<file path="config.mk">
export PLATFORM = sky130hd
export DESIGN_NAME = shs_switch
export DESIGN_NICKNAME = d
export VERILOG_FILES = /design/src/pkg/shs_pkg.sv /design/src/shs_latch.sv /design/src/shs_switch.sv
export SDC_FILE = /design/constraint.sdc
export NUM_CORES = 1
export LEC_CHECK = 0
export ABC_AREA = 1
export BUFFER_PORTS_ARGS = -buffer_cell sky130_fd_sc_hd__buf_2
export CORE_MARGIN = 2
export CORE_UTILIZATION = 40
export CTS_BUF_LIST = sky130_fd_sc_hd__clkbuf_16
export CTS_CLUSTER_DIAMETER = 30
export DETAILED_ROUTE_END_ITERATION = 12
export MAX_ROUTING_LAYER = met4
export PLACE_DENSITY_LB_ADDON = 0.3
export RECOVER_POWER = 100
export SETUP_SLACK_MARGIN = 0.2
export SLEW_MARGIN = 15
export SYNTH_ARGS = -nofsm -noshare
export SYNTH_HDL_FRONTEND = slang
export SYNTH_SLANG_ARGS = --single-unit
</file>
<file path="constraint.sdc">
create_clock -name clock -period 2.05 [get_ports clock]
set_clock_uncertainty 0.15 [all_clocks]
set_input_delay 0.41 -clock clock [delete_from_list [all_inputs] [get_ports clock]]
set_output_delay 0.41 -clock clock [all_outputs]
set_load 0.02 [all_outputs]
</file>
<file path="src/pkg/shs_pkg.sv">
// package for the sampled hall threshold switch: thresholds, timing, states
// assumes a 25 MHz clock and a signed flux sample in units of 0.1 mT
package shs_pkg;
  localparam int SAMPLE_W = 12; // signed flux, 0.1 mT per lsb

  // thresholds in 0.1 mT, unipolar low-threshold typicals
  localparam logic signed [11:0] OPERATE_THRESHOLD = 12'sh019; // 2.5 mT
  localparam logic signed [11:0] RELEASE_THRESHOLD = 12'sh012; // 1.8 mT
  localparam logic signed [11:0] MIN_HYSTERESIS    = 12'sh001; // 0.1 mT

  localparam int CLOCK_HZ     = 25000000;
  localparam int RATE_FAST_HZ = 20;
  localparam int RATE_SLOW_HZ = 5;
  localparam int PERIOD_FAST  = CLOCK_HZ / RATE_FAST_HZ;
  localparam int PERIOD_SLOW  = CLOCK_HZ / RATE_SLOW_HZ;
  localparam int TON_US       = 100; // power-up settle time
  localparam int TON_CYCLES   = (TON_US * (CLOCK_HZ / 1000000));
  localparam int CNT_W        = 23;

  typedef enum logic [3:0] {
    SHS_POWERUP = 4'h1,
    SHS_SAMPLE  = 4'h2,
    SHS_DECIDE  = 4'h4,
    SHS_SLEEP   = 4'h8
  } shs_state_e;
endpackage

</file>
<file path="src/shs_latch.sv">
// one output's hysteresis decision latch
// assumes a magnitude already selected for this output's polarity
module shs_latch
  import shs_pkg::*;
(
  input  wire logic                      clock,    // oscillator clock
  input  wire logic                      rst_n,    // power-up reset
  input  wire logic                      evaluate, // one-cycle decide strobe
  input  wire logic signed [SAMPLE_W-1:0] level,    // polarity-matched flux
  output logic                           active    // field present
);
  logic next_active;

  always_comb begin
    next_active = active;
    if (evaluate) begin
      if (level >= OPERATE_THRESHOLD)
        next_active = 1'b1;
      else if (level < RELEASE_THRESHOLD)
        next_active = 1'b0;
    end
  end

  always_ff @(posedge clock or negedge rst_n) begin
    if (!rst_n)
      active <= 1'b0;
    else
      active <= next_active;
  end
endmodule

</file>
<file path="src/shs_switch.sv">
// sampled hall threshold switch: wake, sample, decide, sleep
// assumes flux arrives asynchronously from the front end and is sampled on wake
module shs_switch
  import shs_pkg::*;
(
  input  wire logic                      clock,        // 25 MHz oscillator
  input  wire logic                      rst_n,        // power-up reset, active low
  input  wire logic signed [SAMPLE_W-1:0] flux,         // signed flux sample, async
  input  wire logic                      unipolar,     // strap: 1 unipolar, 0 omnipolar
  input  wire logic                      openDrain,    // strap: 1 open-drain outputs
  input  wire logic                      slowRate,     // strap: 1 selects 5 Hz
  output logic                           north_output, // north / omnipolar output level
  output logic                           northOe,      // north pin drive enable
  output logic                           south_output, // south output level
  output logic                           southOe,      // south pin drive enable
  output logic                           sampleStrobe  // one-cycle wake marker
);
  // ==========================================================
  // input synchronisers
  logic signed [SAMPLE_W-1:0] fluxMeta, fluxSync;
  logic [2:0]                 strapMeta, strapSync;

  always_ff @(posedge clock or negedge rst_n) begin
    if (!rst_n) begin
      fluxMeta  <= '0;
      fluxSync  <= '0;
      strapMeta <= 3'h0;
      strapSync <= 3'h0;
    end else begin
      fluxMeta  <= flux;
      fluxSync  <= fluxMeta;
      strapMeta <= {slowRate, openDrain, unipolar};
      strapSync <= strapMeta;
    end
  end

  // ==========================================================
  // straps caught once after release, so a mode never shifts mid-life
  logic [2:0] mode, next_mode;
  logic       modeTaken, next_modeTaken;
  logic [1:0] strapAge, next_strapAge;

  always_comb begin
    next_mode      = mode;
    next_modeTaken = modeTaken;
    next_strapAge  = strapAge;
    if (!modeTaken) begin
      if (strapAge == 2'h2) begin
        next_mode      = strapSync;
        next_modeTaken = 1'b1;
      end else
        next_strapAge = strapAge + 2'h1;
    end
  end

  always_ff @(posedge clock or negedge rst_n) begin
    if (!rst_n) begin
      mode      <= 3'h0;
      modeTaken <= 1'b0;
      strapAge  <= 2'h0;
    end else begin
      mode      <= next_mode;
      modeTaken <= next_modeTaken;
      strapAge  <= next_strapAge;
    end
  end

  wire isUni  = mode[0];
  wire isOd   = mode[1];
  wire isSlow = mode[2];

  // ==========================================================
  // sequencer
  shs_state_e             state, next_state;
  logic [CNT_W-1:0]       count, next_count;
  logic signed [SAMPLE_W-1:0] sample, next_sample;

  // first sample a few cycles after the straps are caught, far inside the settle time
  localparam logic [CNT_W-1:0] SETTLE_LAST = CNT_W'(4);
  localparam logic [CNT_W-1:0] FAST_LAST = CNT_W'(PERIOD_FAST - 3);
  localparam logic [CNT_W-1:0] SLOW_LAST = CNT_W'(PERIOD_SLOW - 3);

  always_comb begin
    next_state  = state;
    next_count  = count;
    next_sample = sample;
    case (state)
      SHS_POWERUP: begin
        // settle, then first sample well inside the power-up window
        if (modeTaken && count >= SETTLE_LAST)
          next_state = SHS_SAMPLE;
        else
          next_count = count + 23'h000001;
      end
      SHS_SAMPLE: begin
        next_sample = fluxSync;
        next_state  = SHS_DECIDE;
      end
      SHS_DECIDE: begin
        next_count = '0;
        next_state = SHS_SLEEP;
      end
      SHS_SLEEP: begin
        // wake period chosen by rate strap
        if (count == (isSlow ? SLOW_LAST : FAST_LAST)) begin
          next_count = '0;
          next_state = SHS_SAMPLE;
        end else
          next_count = count + 23'h000001;
      end
      default: begin
        next_state = SHS_POWERUP;
        next_count = '0;
      end
    endcase
  end

  always_ff @(posedge clock or negedge rst_n) begin
    if (!rst_n) begin
      state  <= SHS_POWERUP;
      count  <= '0;
      sample <= '0;
    end else begin
      state  <= next_state;
      count  <= next_count;
      sample <= next_sample;
    end
  end

  wire evaluate = (state == SHS_DECIDE);
  assign sampleStrobe = (state == SHS_SAMPLE);

  // ==========================================================
  // polarity selection: positive is south near the top
  function automatic logic signed [SAMPLE_W-1:0] magOf(input logic signed [SAMPLE_W-1:0] v);
    // most negative code has no positive twin, so it saturates to full scale
    if (v == {1'b1, {(SAMPLE_W-1){1'b0}}})
      magOf = {1'b0, {(SAMPLE_W-1){1'b1}}};
    else
      magOf = v[SAMPLE_W-1] ? -v : v;
  endfunction

  logic signed [SAMPLE_W-1:0] northLevel, southLevel;

  always_comb begin
    if (isUni) begin
      northLevel = sample[SAMPLE_W-1] ? magOf(sample) : '0;
      southLevel = sample[SAMPLE_W-1] ? '0 : sample;
    end else begin
      northLevel = magOf(sample);
      southLevel = '0;
    end
  end

  logic northActive, southActive;

  // separate latch per output, both with the same package band
  shs_latch northLatch (
    .clock    (clock),
    .rst_n    (rst_n),
    .evaluate (evaluate),
    .level    (northLevel),
    .active   (northActive)
  );

  shs_latch southLatch (
    .clock    (clock),
    .rst_n    (rst_n),
    .evaluate (evaluate),
    .level    (southLevel),
    .active   (southActive)
  );

  // ==========================================================
  // pin drivers: field present pulls low, idle rests high
  logic next_north, next_northOe, next_south, next_southOe;

  always_comb begin
    next_north   = ~northActive;
    next_south   = ~southActive;
    // released until the straps are known, so an open-drain part never drives high
    next_northOe = modeTaken;
    next_southOe = isUni & modeTaken;
    if (isOd) begin
      // released when high so the pull-up sets the level
      next_north   = 1'b0;
      next_northOe = northActive;
      next_south   = 1'b0;
      next_southOe = southActive & isUni;
    end
  end

  always_ff @(posedge clock or negedge rst_n) begin
    if (!rst_n) begin
      north_output <= 1'b1;
      northOe      <= 1'b0;
      south_output <= 1'b1;
      southOe      <= 1'b0;
    end else begin
      north_output <= next_north;
      northOe      <= next_northOe;
      south_output <= next_south;
      southOe      <= next_southOe;
    end
  end
endmodule
</file>
# Word-level counts from Yosys, hierarchy flattened
# Index checks and enable logic that the tools add are counted.
# classes
order_cmp	5
n_bitwise	7
eq_ne	10
reduce_logical	9
add_sub_neg	3
n_mux	24
# op_table
operator	count
$mux 23	3
$pmux 23 s3	1
$mux 12	5
$add 23x1->23 const B	1
$eq 23x23->1	1
$ge 23x3->1 const B	1
$mux 11	2
$pmux 4 s4	1
$eq 12x12->1 const B	1
$ge 12x6->1 const B	1
$lt 12x6->1 const B	1
$neg 12->12	1
$reduce_and 2->1	6
$ge 11x5->1 const B	1
$lt 11x5->1 const B	1
$mux 1	10
$mux 4	2
$ne 2x2->1 const B	3
$not 1->1	5
$eq 4x1->1 const B	1
$eq 4x2->1 const B	1
$eq 4x3->1 const B	1
$eq 4x4->1 const B	1
$reduce_bool 2->1	2
other kinds (4)	5
# totals
register_bits	81
word_cells	74
inputBits	17
out_inout_bits	5

# Longest topological paths before layout
# Gate-level depths: netlist of the first run.
# depth
word_depth	7
depth_mapped	17
depth_no_buf	17

# Hierarchy
# Synthesis of the first run repeated with hierarchy kept, for this count alone.
# unflattened
cells_unflattened	541
area_unflattened_um2	4140.2
# by_module_without_submodules
module	n_inst	cells_per_inst	seq_area_each_um2	area_each_um2
shs_switch	1	497	1980.6	3917.5
shs_latch	2	22	25.0	111.4

# Worst setup path after synthesis of the first run
# Ideal clock, no wire load.
# synth_timing
path_kind	flip-flop to flip-flop
start	register sample[7]
end	register northLatch.active
period_less_slack_ns	2.078
t_arrival_ns	1.811
path_stages_with_launch	14
n_path_buf	0
setup_time_ns	0.116
setup_slack_ns	-0.028
required_time_ns	1.784
cell_sequence	dfrtp_1 nor2_1 inv_1 nor2_1 nand2_1 nor2_1 ha_1 o21ai_0 o21ai_0 or2_2 nand2_1 nand2_1 nand2_1 nand2_1
# synth_between
elab_chain_cells	7
elab_cells_between_ends	12
cone_classes	add/sub (1); order compare (2); eq/ne (1); mux (6); reduce/logical (2)
# synth_lines
item	line_no	source
start, declared	shs_switch.sv:76	logic signed [SAMPLE_W-1:0] sample, next_sample;
start signal, assigned	shs_switch.sv:126	sample <= next_sample;
$neg 12->12 / $eq 12x12->1 (equally long branches)	shs_switch.sv:140, shs_switch.sv:137	
$mux 12 (on tied branches)	shs_switch.sv:140, shs_switch.sv:137	
$mux 12 (on tied branches)	shs_switch.sv:137, shs_switch.sv:147	
$mux 12 *	shs_switch.sv:146	if (isUni) begin
$lt 12x6->1 / $ge 12x6->1 (equally long branches)	shs_latch.sv:19, shs_latch.sv:17	
$reduce_bool 2->1 (no line)	--	
$reduce_and 2->1 (no line)	--	
end signal, assigned	shs_latch.sv:28	active <= next_active;
end, declared	shs_latch.sv:10	output logic active
# Mark *: on every way between the ends. The rest lies on a longest branch, timed or not.
# A chain may end at the register's enable or synchronous reset.

# Worst setup path after layout of the first run
# layout_timing
start	register state[0]
end	register count[13]
# layout_between
elab_chain_cells	3
elab_cells_between_ends	7
cone_classes	eq/ne (4); mux (1); bitwise (1); reduce/logical (1)
# layout_lines
item	line_no	source
start, declared	shs_switch.sv:74	shs_state_e state, next_state;
start signal, assigned	shs_switch.sv:124	state <= next_state;
$eq 4x1->1 / $eq 4x2->1 (equally long branches)	shs_switch.sv:87	case (state)
$ne 2x2->1 (no line) / $not 1->1 (equally long branches)	--	
$reduce_and 2->1 (no line)	--	
end signal, assigned	shs_switch.sv:125	count <= next_count;
end, declared	shs_switch.sv:75	logic [CNT_W-1:0] count, next_count;
# Several ways; a longest one is shown, not always the timed one.

==> run metrics, run 1 <==
status finished with violations; failing checks setup timing; Die W 107.7 um; PwrDens 628.1 nW/um2; TritonCTS Sinks between 80 and 90; leakage 2.522 nW; num ports 22; root buf cell clkbuf_16; Detailed Place HPWL 6827 um; syn_nets 559; Residual DRC 0; clk_lat worst skew 0.34 ns; WHS approximately 0.02 ns; max_slew headroom 42.60%; unrepaired setup endpoints after global routing yes; CTS tree done; Finished Cell Area 5543 um2; Setup-failing EPs final 2; Min-Delay Path Depth 1; critical path cell sequence buf_6 -> inv_2 -> nor3_2 -> clkinvlp_4 -> a21oi_1 -> nand2_2 -> o21ai_1; antenna cells 0; largest family of logic cells by synthesized area simple AND/OR/NAND/NOR gates; largest net degree at the start of global routing 67; Tot GR Track Use between 10% and 20%; max-cap violations 0; hold crit path type input port to flop; die span in y 107.7 um; Synth top cells by count 153 x nand2_1, 78 x dfrtp_1, 56 x nor2_1; die area 11610 um2; WL final 10570 um; GPL Wtd Cong 0.9402; Starting Density 41.51%; CP required about 2.2 ns; DR iter-0 viols 270; Post-synth EDFFs 0; delay-heaviest family, CP buffers and inverters; antenna violations before repair 0; sequential fraction of the synthesis area 47.18%; buffers added on ports 21; vias in the first global route 3606; crit path buf inv count 3; Max Buffers Root-to-Sink 2; worst reg2reg endpoint count[13]; CP max-delay cell dfstp_2; WHS Endpoint fluxMeta[8]; reg2reg setup slack -0.01 ns; Synth Area in XOR/XNOR 6.512%; drt first pass iters 5; Setup TNS -0.01623 ns; WL met1 4884 um; Cell Area, Synth 4304 um2; per-cell routed wire length 14.08 um; simple-gate share of the synthesized area 29.68%; Hold Path Origin flux[8]; r2r worst-path depth 7; post-synthesis compound-gate area fraction between 7 and 8%; Cell variety after synth 38; Fin. Hold Viols 0; Worst Setup End Kind flop; vias ~3800; critical path peak fanout 14; Crit Path Class flop to flop; Post-DP Area 4667 um2; drt via density slightly above 5; filler cell count just over 900; Synth async-reset ratio 100.0%; fin crit share 100.5%; most numerous cell in the Yosys netlist nand2_1; H-tree depth 3; CP peak stage delay 0.53 ns; synth top area cells dfrtp_1 45%, nand2_1 13%, nor2_1 4.9%; total grt overflow 0; layout cells sized above 1 25.53%; fin util 53.45%; Final Max Tran Viols 0; post-synthesis sequential element count 81; wire length on met3 570 um; nets@finish 633; Worst Slack Setup Final -0.01049 ns; Reg clk slew, reported paths 0.06 ns; VDD IR max 0.0006416 V; Synth Warn # 0; highest metal used met4; mux share of post-synthesis cell area 0%; Synth area leader dfrtp_1; Max Clk Rate ~490 MHz; placed cells ~700; top-area cell type share of the netlist area approximately 45%; # rows 37; Startpoint Class flop; Syn Area/Cell about 8 um2; Top FF cell, synth dfrtp_1; metal2 WL 4852 um; Least-Margin Pin Slew 0.8611 ns; adder-cell share of the synthesized area 1.744%; core region area 10370 um2; crit path time final 2.060 ns; CTS Buf Count 9; Final ANT Viol Nets 0; first-pass GRT wire length ~17000 um; Area Overhead vs Synth 28.78%; arrival time at the worst endpoint 2.18 ns; R2R Path Start state[0]; post-synthesis cell count 536; Non-Filler Instances approximately 750
==> worst max-delay path by stage <==
| stage | end | start | cells past startpoint |
|---|---|---|---|
| 2_1_floorplan | northLatch.active | sample[8] | 17 |
| 6_report | count[13] | state[0] | 7 |
| 3_3_place_gp | count[15] | state[1] | 7 |
| 4_1_cts | northLatch.active | sample[10] | 17 |
| 5_1_grt | northLatch.active | sample[9] | 17 |
| 3_5_place_dp | count[15] | state[1] | 7 |
==> cell families (layout without fill, tap and decap cells) <==
logic type | after synthesis | after routing
AND/OR/NAND/NOR | 287 | 287
buffers and inverters | 69 | 148
AO/OA/AOI/OAI | 61 | 61
XOR/XNOR | 32 | 32
flip-flops | 81 | 81
adder cells (fa/ha/maj) | 6 | 6
==> per-layer routing <==
layer,global-route usage (%),up-vias
met5,-,-
met4,8.333,0
li1,-,1873
met2,29.02,99
met3,4.177,25
met1,25.95,1792
==> worst reg2reg max path: cells and delay by family, from the launching register on <==
family / cells / cell delay [ns]
AOI/OAI and AO/OA: 2 / 0.35
DFF: 1 / 0.53
and+or+nand+nor: 2 / 0.41
buffers and inverters: 3 / 0.55
==> cell usage in the layout (no fill, tap or decap), drive strengths merged, types with 8 or more instances in the layout <==
| master | n |
|---|---|
| clkbuf | 15 |
| o21ai | 47 |
| xnor2 | 9 |
| nand4 | 13 |
| nand3 | 34 |
| nor3 | 14 |
| xor2 | 23 |
| buf | 69 |
| nor2 | 58 |
| dfrtp | 78 |
| a21oi | 10 |
| nand3b | 8 |
| inv | 53 |
| nand2 | 156 |
==> flip-flops by register name (all words and copies together) (netlist names) <==
name	flops
count	23
fluxMeta	12
fluxSync	12
mode	3
modeTaken	1
northLatch.active	1
northOe	1
north_output	1
sample	12
southLatch.active	1
southOe	1
south_output	1
state	4
strapAge	2
strapMeta	3
strapSync	3
==> cell type report <==
| type | instances | area, um2 | area share [%] |
|---|---|---|---|
| flip-flops and latches | 81 | 2039 | 36.79 |
| multi-input cells | 386 | 2131 | 38.44 |
| clock inverters | 7 | 71.32 | 1.287 |
| inverters | 53 | 220.2 | 3.973 |
| clock buffers | 9 | 225.2 | 4.063 |
| repair inverters | 3 | 52.55 | 0.9481 |
| well taps | 136 | 170.2 | 3.070 |
| repair buffers | 76 | 633.1 | 11.42 |
==> where the power goes <==
group	switching, W	internal, W
registers	0.0000299	0.00165
logic	0.000123	0.0000868
clock network	0.000645	0.000942
total	0.000798	0.00268
==> per-stage QoR <==
step / setup slack [ns] / power (W)
after detailed placement: -0.2666 / 0.001901
after floorplan: 0.1327 / 0.001809
after global placement: -0.1615 / 0.001895
final: -0.01049 / 0.003481
after global routing: -0.2066 / 0.003632
after CTS: 0.01693 / 0.003523
==> timing repair <==
action                     in CTS  in global routing
hold endpoints to repair       15                  0
setup endpoints to repair      28                 27
pin swaps                      36                 37
gates cloned                    2                  3
resized for setup              39                 50
setup buffers                  20                 10
hold buffers                    1                  0
(Power assumes the default switching activity.)
==> inputs of run 2 (changes only) <==
--- a/config.mk
+++ b/config.mk
@@ -5,7 +5,7 @@
 export SDC_FILE = /design/constraint.sdc
 export NUM_CORES = 1
 export LEC_CHECK = 0
-export ABC_AREA = 1
+export ABC_AREA = 0
 export BUFFER_PORTS_ARGS = -buffer_cell sky130_fd_sc_hd__buf_2
 export CORE_MARGIN = 2
 export CORE_UTILIZATION = 40
==> run metrics, run 2 <==
status finished with violations; failing checks setup timing; Placement Setup Slack -0.2962 ns (-0.02963 ns); layout cells sized above 1 38.78% (+13 points); Pwr Total 0.003476 W (-0.17%); max_slew headroom 37.63% (-5.0 points); Worst Slack Setup Final -0.3027 ns (-0.2922 ns); Crit. Startpoint count[5]; highest metal used met4; most numerous cell in the Yosys netlist dfrtp_1; vias in the first global route 3015 (-16%); Setup-failing EPs final 34 (+32); max-cap violations 0 (unchanged); synth top area cells dfrtp_1 52%, mux2_2 3.9%, a22oi_1 3.8%; TritonCTS Sinks 81 (unchanged); buffers added on ports 21 (unchanged); Worst Setup End Kind flop; drt first pass iters 5 (unchanged); root buf cell clkbuf_16; WL final 9228 um (-13%); largest net degree at the start of global routing 40 (-40%); Reg with most FFs count; Cell variety after synth 53 (+39%); syn_nets 371 (-34%); Synth area leader dfrtp_1; sw power 0.0008676 W (+8.7%); sequential fraction of the synthesis area 53.90% (+6.7 points); leakage 2.356 nW (-6.6%); Pint 0.002608 W (-2.8%); clock share of power 46.5% (+0.9 points); die area 10210 um2 (-12%); antenna violations before repair 0 (unchanged); R2R Path Start count[5]; crit path time final 2.353 ns (+0.2922 ns); Max Clk Rate 425.0 MHz (-12%); Top FF cell, synth dfrtp_1; CTS Buf Count 9 (unchanged); Post-DP Area 4568 um2 (-2.1%); per-cell routed wire length 16.19 um (+15%); Synth Warn # 0 (unchanged); Tot GR Track Use 19.02% (-0.52 points); DR iter-0 viols 147 (-46%); Syn Area/Cell 10.83 um2 (+35%); Max Buffers Root-to-Sink 2 (unchanged); fin util 58.10% (+4.6 points); Synth top cells by count 78 x dfrtp_1, 21 x nand2_1, 19 x a22oi_1; GPL Wtd Cong 0.8949 (-4.8%); Startpoint Class flop; Crit Path Class flop to flop; post-synthesis cell count 348 (-35%); # rows 35 (-5.4%); Fin. Hold Viols 0 (unchanged); fin crit share 114.8% (+14 points); commonest non-fill, non-tap cell in the layout dfrtp_1; filler cell count 747 (-18%); top-area cell type share of the netlist area 51.81% (+6.5 points); switch share 24.96% (+2.0 points); post-synthesis sequential element count 81 (unchanged); Finished Cell Area 5343 um2 (-3.6%); CP required 2.11 ns (-0.06 ns); max reg flops 23 (unchanged); clk_lat worst skew 0.34 ns (about the same); WHS 0.01788 ns (-0.002298 ns); hold crit path type input port to flop; worst reg2reg endpoint count[14]; Residual DRC 0 (unchanged); Detailed Place HPWL 5538 um (-19%); Area Overhead vs Synth 41.81%; WL met1 4159 um (-15%); unrepaired setup endpoints after global routing yes; Hold Path Origin flux[9]; Cell Area, Synth 3767 um2 (-12%); most frequent cells in the layout 78 x dfrtp_1, 68 x buf_4, 18 x a22oi_1, 18 x nand2_1, 15 x buf_2; PwrDens 650.6 nW/um2 (+3.6%); drt via density 5.577 (+11%); WHS Endpoint fluxMeta[9]; Gate power share 5.2% (-0.8 points); Post-synth EDFFs 0 (unchanged); total grt overflow 0 (unchanged); antenna cells 0 (unchanged); Final Max Tran Viols 0 (unchanged); Synth async-reset ratio 100.0% (unchanged); reg2reg setup slack -0.30 ns (-0.29 ns); Final ANT Viol Nets 0 (unchanged); Sequential Power Share 48.3% (about the same); Reg clk slew, reported paths 0.07 ns (about the same); Starting Density 40.97% (-0.54 points); vias 3179 (-16%); r2r worst-path depth 8 (+1); H-tree depth 3 (unchanged); arrival time at the worst endpoint 2.41 ns (+0.23 ns); CTS tree done; die span in y 101.1 um (-6.2%); Min-Delay Path Depth 1 (unchanged); wire length on met3 469 um (-18%); metal2 WL 4377 um (-9.8%); core region area 9196 um2 (-11%); Least-Margin Pin Slew 0.9355 ns (+0.07447 ns); VDD IR max 0.0005061 V (-21%); critical path peak fanout 6 (-8); nets@finish 477 (-25%); Die W 101.1 um (-6.2%); num ports 22 (unchanged); first-pass GRT wire length 14750 um (-14%)
## run 2: cell types whose count changed after synthesis, moves of 19 or more
cell / delta
xor2_1: -22
nand2_1: -132
nor2_1: -41
nand3_1: -24
inv_1: -33
a22oi_1: +19
## run 2: worst max-delay path by stage
stage / end / slack, ns
floorplan: northLatch.active / -0.17
global placement: count[17] / -0.23
detailed placement: count[10] / -0.30
CTS: count[15] / -0.26
global route: count[5] / -0.38
finish: count[14] / -0.30
## run 2: power by group through the flow
stage	logic (W)	clock network [W]	registers, W
after floorplan	0.0000648	0	0.00171
after global placement	0.000166	0	0.00170
after detailed placement	0.000170	0	0.00170
after CTS	0.000180	0.00164	0.00168
after global routing	0.000205	0.00172	0.00168
final	0.000182	0.00161	0.00168
## run 2: worst max-delay path, stage by stage (launching register included)
cell and delay, ns:
dfrtp_1 0.40, or4_4 0.56, buf_4 0.16, nor4_4 0.23, o211ai_1 0.21, nand3_4 0.17, buf_4 0.14, buf_12 0.10
a22oi_1 0.08
## run 2: area by class of cell
| cell class | count | area [um2] | share of cell area, % |
|---|---|---|---|
| inverters | 12 | 45.04 | 0.8431 |
| well taps | 111 | 138.9 | 2.600 |
| flip-flops and latches | 81 | 2031 | 38.01 |
| clock buffers | 9 | 225.2 | 4.215 |
| clock inverters | 7 | 78.83 | 1.475 |
| repair buffers | 114 | 937.1 | 17.54 |
| multi-input cells | 236 | 1887 | 35.32 |
## run 2: metrics by stage
step / cells / setup TNS, ns
4_1_cts: 562 / -5.687
3_5_place_dp: 532 / -5.299
6_report: 570 / -7.598
2_1_floorplan: 348 / -1.830
3_3_place_gp: 532 / -4.074
5_1_grt: 570 / -11.65
## run 2: kinds of logic after synthesis
| group | after synthesis | synth area share (%) |
|---|---|---|
| fa+ha+maj | 6 | 1.993 |
| mux | 15 | 4.417 |
| buf+inv | 31 | 3.354 |
| compound gates | 81 | 14.95 |
| simple gates | 131 | 20.69 |
| xor+xnor | 3 | 0.6976 |
| flops | 81 | 53.90 |
## run 2: timing repair
| item | CTS | global route |
|---|---|---|
| cloned | 2 | 0 |
| endpoints found under the hold margin | 33 | 0 |
| buffers inserted | 11 | 8 |
| hold buffers | 1 | 0 |
| pin swaps | 13 | 5 |
| resized for setup | 35 | 37 |
| endpoints found under the setup margin | 27 | 39 |
## run 2: metal layers
layer / up-vias / global-route usage (%)
li1: 1531 / -
met1: 1536 / 26.46
met2: 90 / 27.56
met3: 22 / 3.675
met4: 0 / 7.380
met5: - / -
==> inputs of run 3 (changes only) <==
--- a/config.mk
+++ b/config.mk
@@ -15,7 +15,7 @@
 export MAX_ROUTING_LAYER = met4
 export PLACE_DENSITY_LB_ADDON = 0.3
 export RECOVER_POWER = 100
-export SETUP_SLACK_MARGIN = 0.2
+export SETUP_SLACK_MARGIN = 0.5
 export SLEW_MARGIN = 15
 export SYNTH_ARGS = -nofsm -noshare
 export SYNTH_HDL_FRONTEND = slang
==> run metrics, run 3 (synthesized netlist as in run 2, its figures left out) <==
Final ANT Viol Nets 0 (unchanged); antenna violations before repair 0 (unchanged); fin crit share 117.3% (+2.5 points); Startpoint Class flop; most frequent cells in the layout 78 x dfrtp_1, 66 x buf_4, 18 x nand2_1, 18 x buf_6, 16 x buf_2; most frequent CP cell or4_4; num ports 22 (unchanged); Placement Setup Slack -0.2921 ns (+0.004127 ns); die span in y 101.1 um (unchanged); crit path buf inv count 1 (-2); Worst Slack Setup Final -0.3538 ns (-0.05113 ns); per-cell routed wire length 16.87 um (+4.2%); drt first pass iters 4 (-1); TritonCTS Sinks 81 (unchanged); # rows 35 (unchanged); WL final 9631 um (+4.4%); Max Buffers Root-to-Sink 2 (unchanged); failing checks setup timing; layout cells sized above 1 45.22% (+6.4 points); max_slew headroom 58.63% (+21 points); clk_lat worst skew 0.35 ns (about the same); commonest non-fill, non-tap cell in the layout dfrtp_1; Hold Path Origin flux[9]; Residual DRC 0 (unchanged); first-pass GRT wire length 16040 um (+8.8%); die area 10210 um2 (unchanged); Die W 101.1 um (unchanged); Starting Density 40.97% (unchanged); leakage 2.390 nW (+1.4%); buffers added on ports 21 (unchanged); R2R Path Start count[14]; total grt overflow 0 (unchanged); CP peak stage delay 0.55 ns (about the same); Tot GR Track Use 20.50% (+1.5 points); filler cell count 722 (-3.3%); GPL Wtd Cong 0.8851 (-1.1%); Setup-failing EPs final 38 (+12%); Reg with most FFs count; Worst Setup End Kind flop; CP required 2.16 ns (+0.05 ns); unrepaired setup endpoints after global routing yes; Fin. Hold Viols 0 (unchanged); drt via density 5.594 (+0.30%); VDD IR max 0.0005708 V (+13%); WHS 0.01348 ns (-0.004402 ns); hold crit path type input port to flop; arrival time at the worst endpoint 2.52 ns (+0.11 ns); largest net degree at the start of global routing 30 (-25%); critical path peak fanout 7 (+1); reg2reg setup slack -0.35 ns (-0.05 ns); root buf cell clkbuf_16; CP max-delay cell or4_4; max-cap violations 0 (unchanged); Crit Path Class flop to flop; max reg flops 23 (unchanged); DR iter-0 viols 128 (-13%); Area Overhead vs Synth 45.77%; crit path time final 2.404 ns (+0.05113 ns); H-tree depth 3 (unchanged); Min-Delay Path Depth 1 (unchanged); Detailed Place HPWL 5939 um (+7.2%); delay-heaviest family, CP simple AND/OR/NAND/NOR gates; Max Clk Rate 416.0 MHz (-2.1%); PwrDens 634.4 nW/um2 (-2.5%); critical path cell sequence or4_4 -> nor4_4 -> a21oi_4 -> buf_6 -> or4_4 -> a22oi_2; vias 3194 (+0.47%); vias in the first global route 3342 (+11%); status finished with violations; Final Max Tran Viols 0 (unchanged); CTS Buf Count 9 (unchanged); Post-DP Area 4612 um2 (+0.96%); nets@finish 478 (+0.21%); antenna cells 0 (unchanged); Reg clk slew, reported paths 0.07 ns (about the same); core region area 9196 um2 (unchanged); worst reg2reg endpoint count[18]; CTS tree done; r2r worst-path depth 6 (-2); Least-Margin Pin Slew 0.6205 ns (-0.3150 ns); WHS Endpoint fluxMeta[9]; Finished Cell Area 5492 um2 (+2.8%)
[run 3: worst register-to-register path, stage by stage (launching register included)]
cell	delay, ns
dfrtp_1	0.40
or4_4	0.55
nor4_4	0.28
a21oi_4	0.14
buf_6	0.16
or4_4	0.48
a22oi_2	0.15
[run 3: worst max path at each step]
stage	from	endpoint	slack [ns]	cells after the start
finish	count[14]	count[18]	-0.35	6
global placement	count[6]	count[17]	-0.22	6
floorplan	sample[8]	northLatch.active	-0.17	8
CTS	count[5]	count[10]	-0.25	6
detailed placement	count[10]	count[16]	-0.29	6
global route	count[14]	count[10]	-0.42	6
[run 3: per-stage QoR]
stage	cells	total power (W)	TNS (ns)	util, %
after floorplan	348	0.001778	-1.822	-
after global placement	534	0.001877	-3.682	50.15
after detailed placement	534	0.001884	-5.458	50.15
after CTS	567	0.003526	-4.803	57.80
after global routing	571	0.003611	-9.377	59.71
final	571	0.003484	-7.689	59.71
[run 3: routing by layer]
| metal | track usage [%] | vias up | share of wire, % |
|---|---|---|---|
| met5 | - | - | 0 |
| met4 | 7.069 | 0 | 1.6 |
| met3 | 3.953 | 14 | 3.7 |
| met2 | 32.91 | 66 | 50 |
| met1 | 26.06 | 1591 | 45 |
| li1 | - | 1523 | - |
[run 3: cell type report]
cell class | instances | area, um2 | share of cell area [%]
multi-input cells | 236 | 2046 | 37.25
flip-flops and latches | 81 | 2031 | 36.98
repair buffers | 115 | 924.6 | 16.84
clock buffers | 9 | 225.2 | 4.101
well taps | 111 | 138.9 | 2.529
clock inverters | 7 | 81.33 | 1.481
inverters | 12 | 45.04 | 0.8202
[run 3: repair_timing]
item / in CTS / in global routing
resized for setup: 58 / 44
pin swaps: 9 / 7
cloned: 2 / 3
setup endpoints to repair: 46 / 46
buffers inserted: 14 / 1
endpoints found under the hold margin: 25 / 0
hold buffers: 1 / 0
[run 3: power by group]
group / leakage [nW] / switching [W] / total, W / internal, W
Clock: 0.150 / 0.000753 / 0.00162 / 0.000869
Sequential: 0.976 / 0.0000290 / 0.00168 / 0.00165
Combinational: 1.26 / 0.0000976 / 0.000183 / 0.0000859
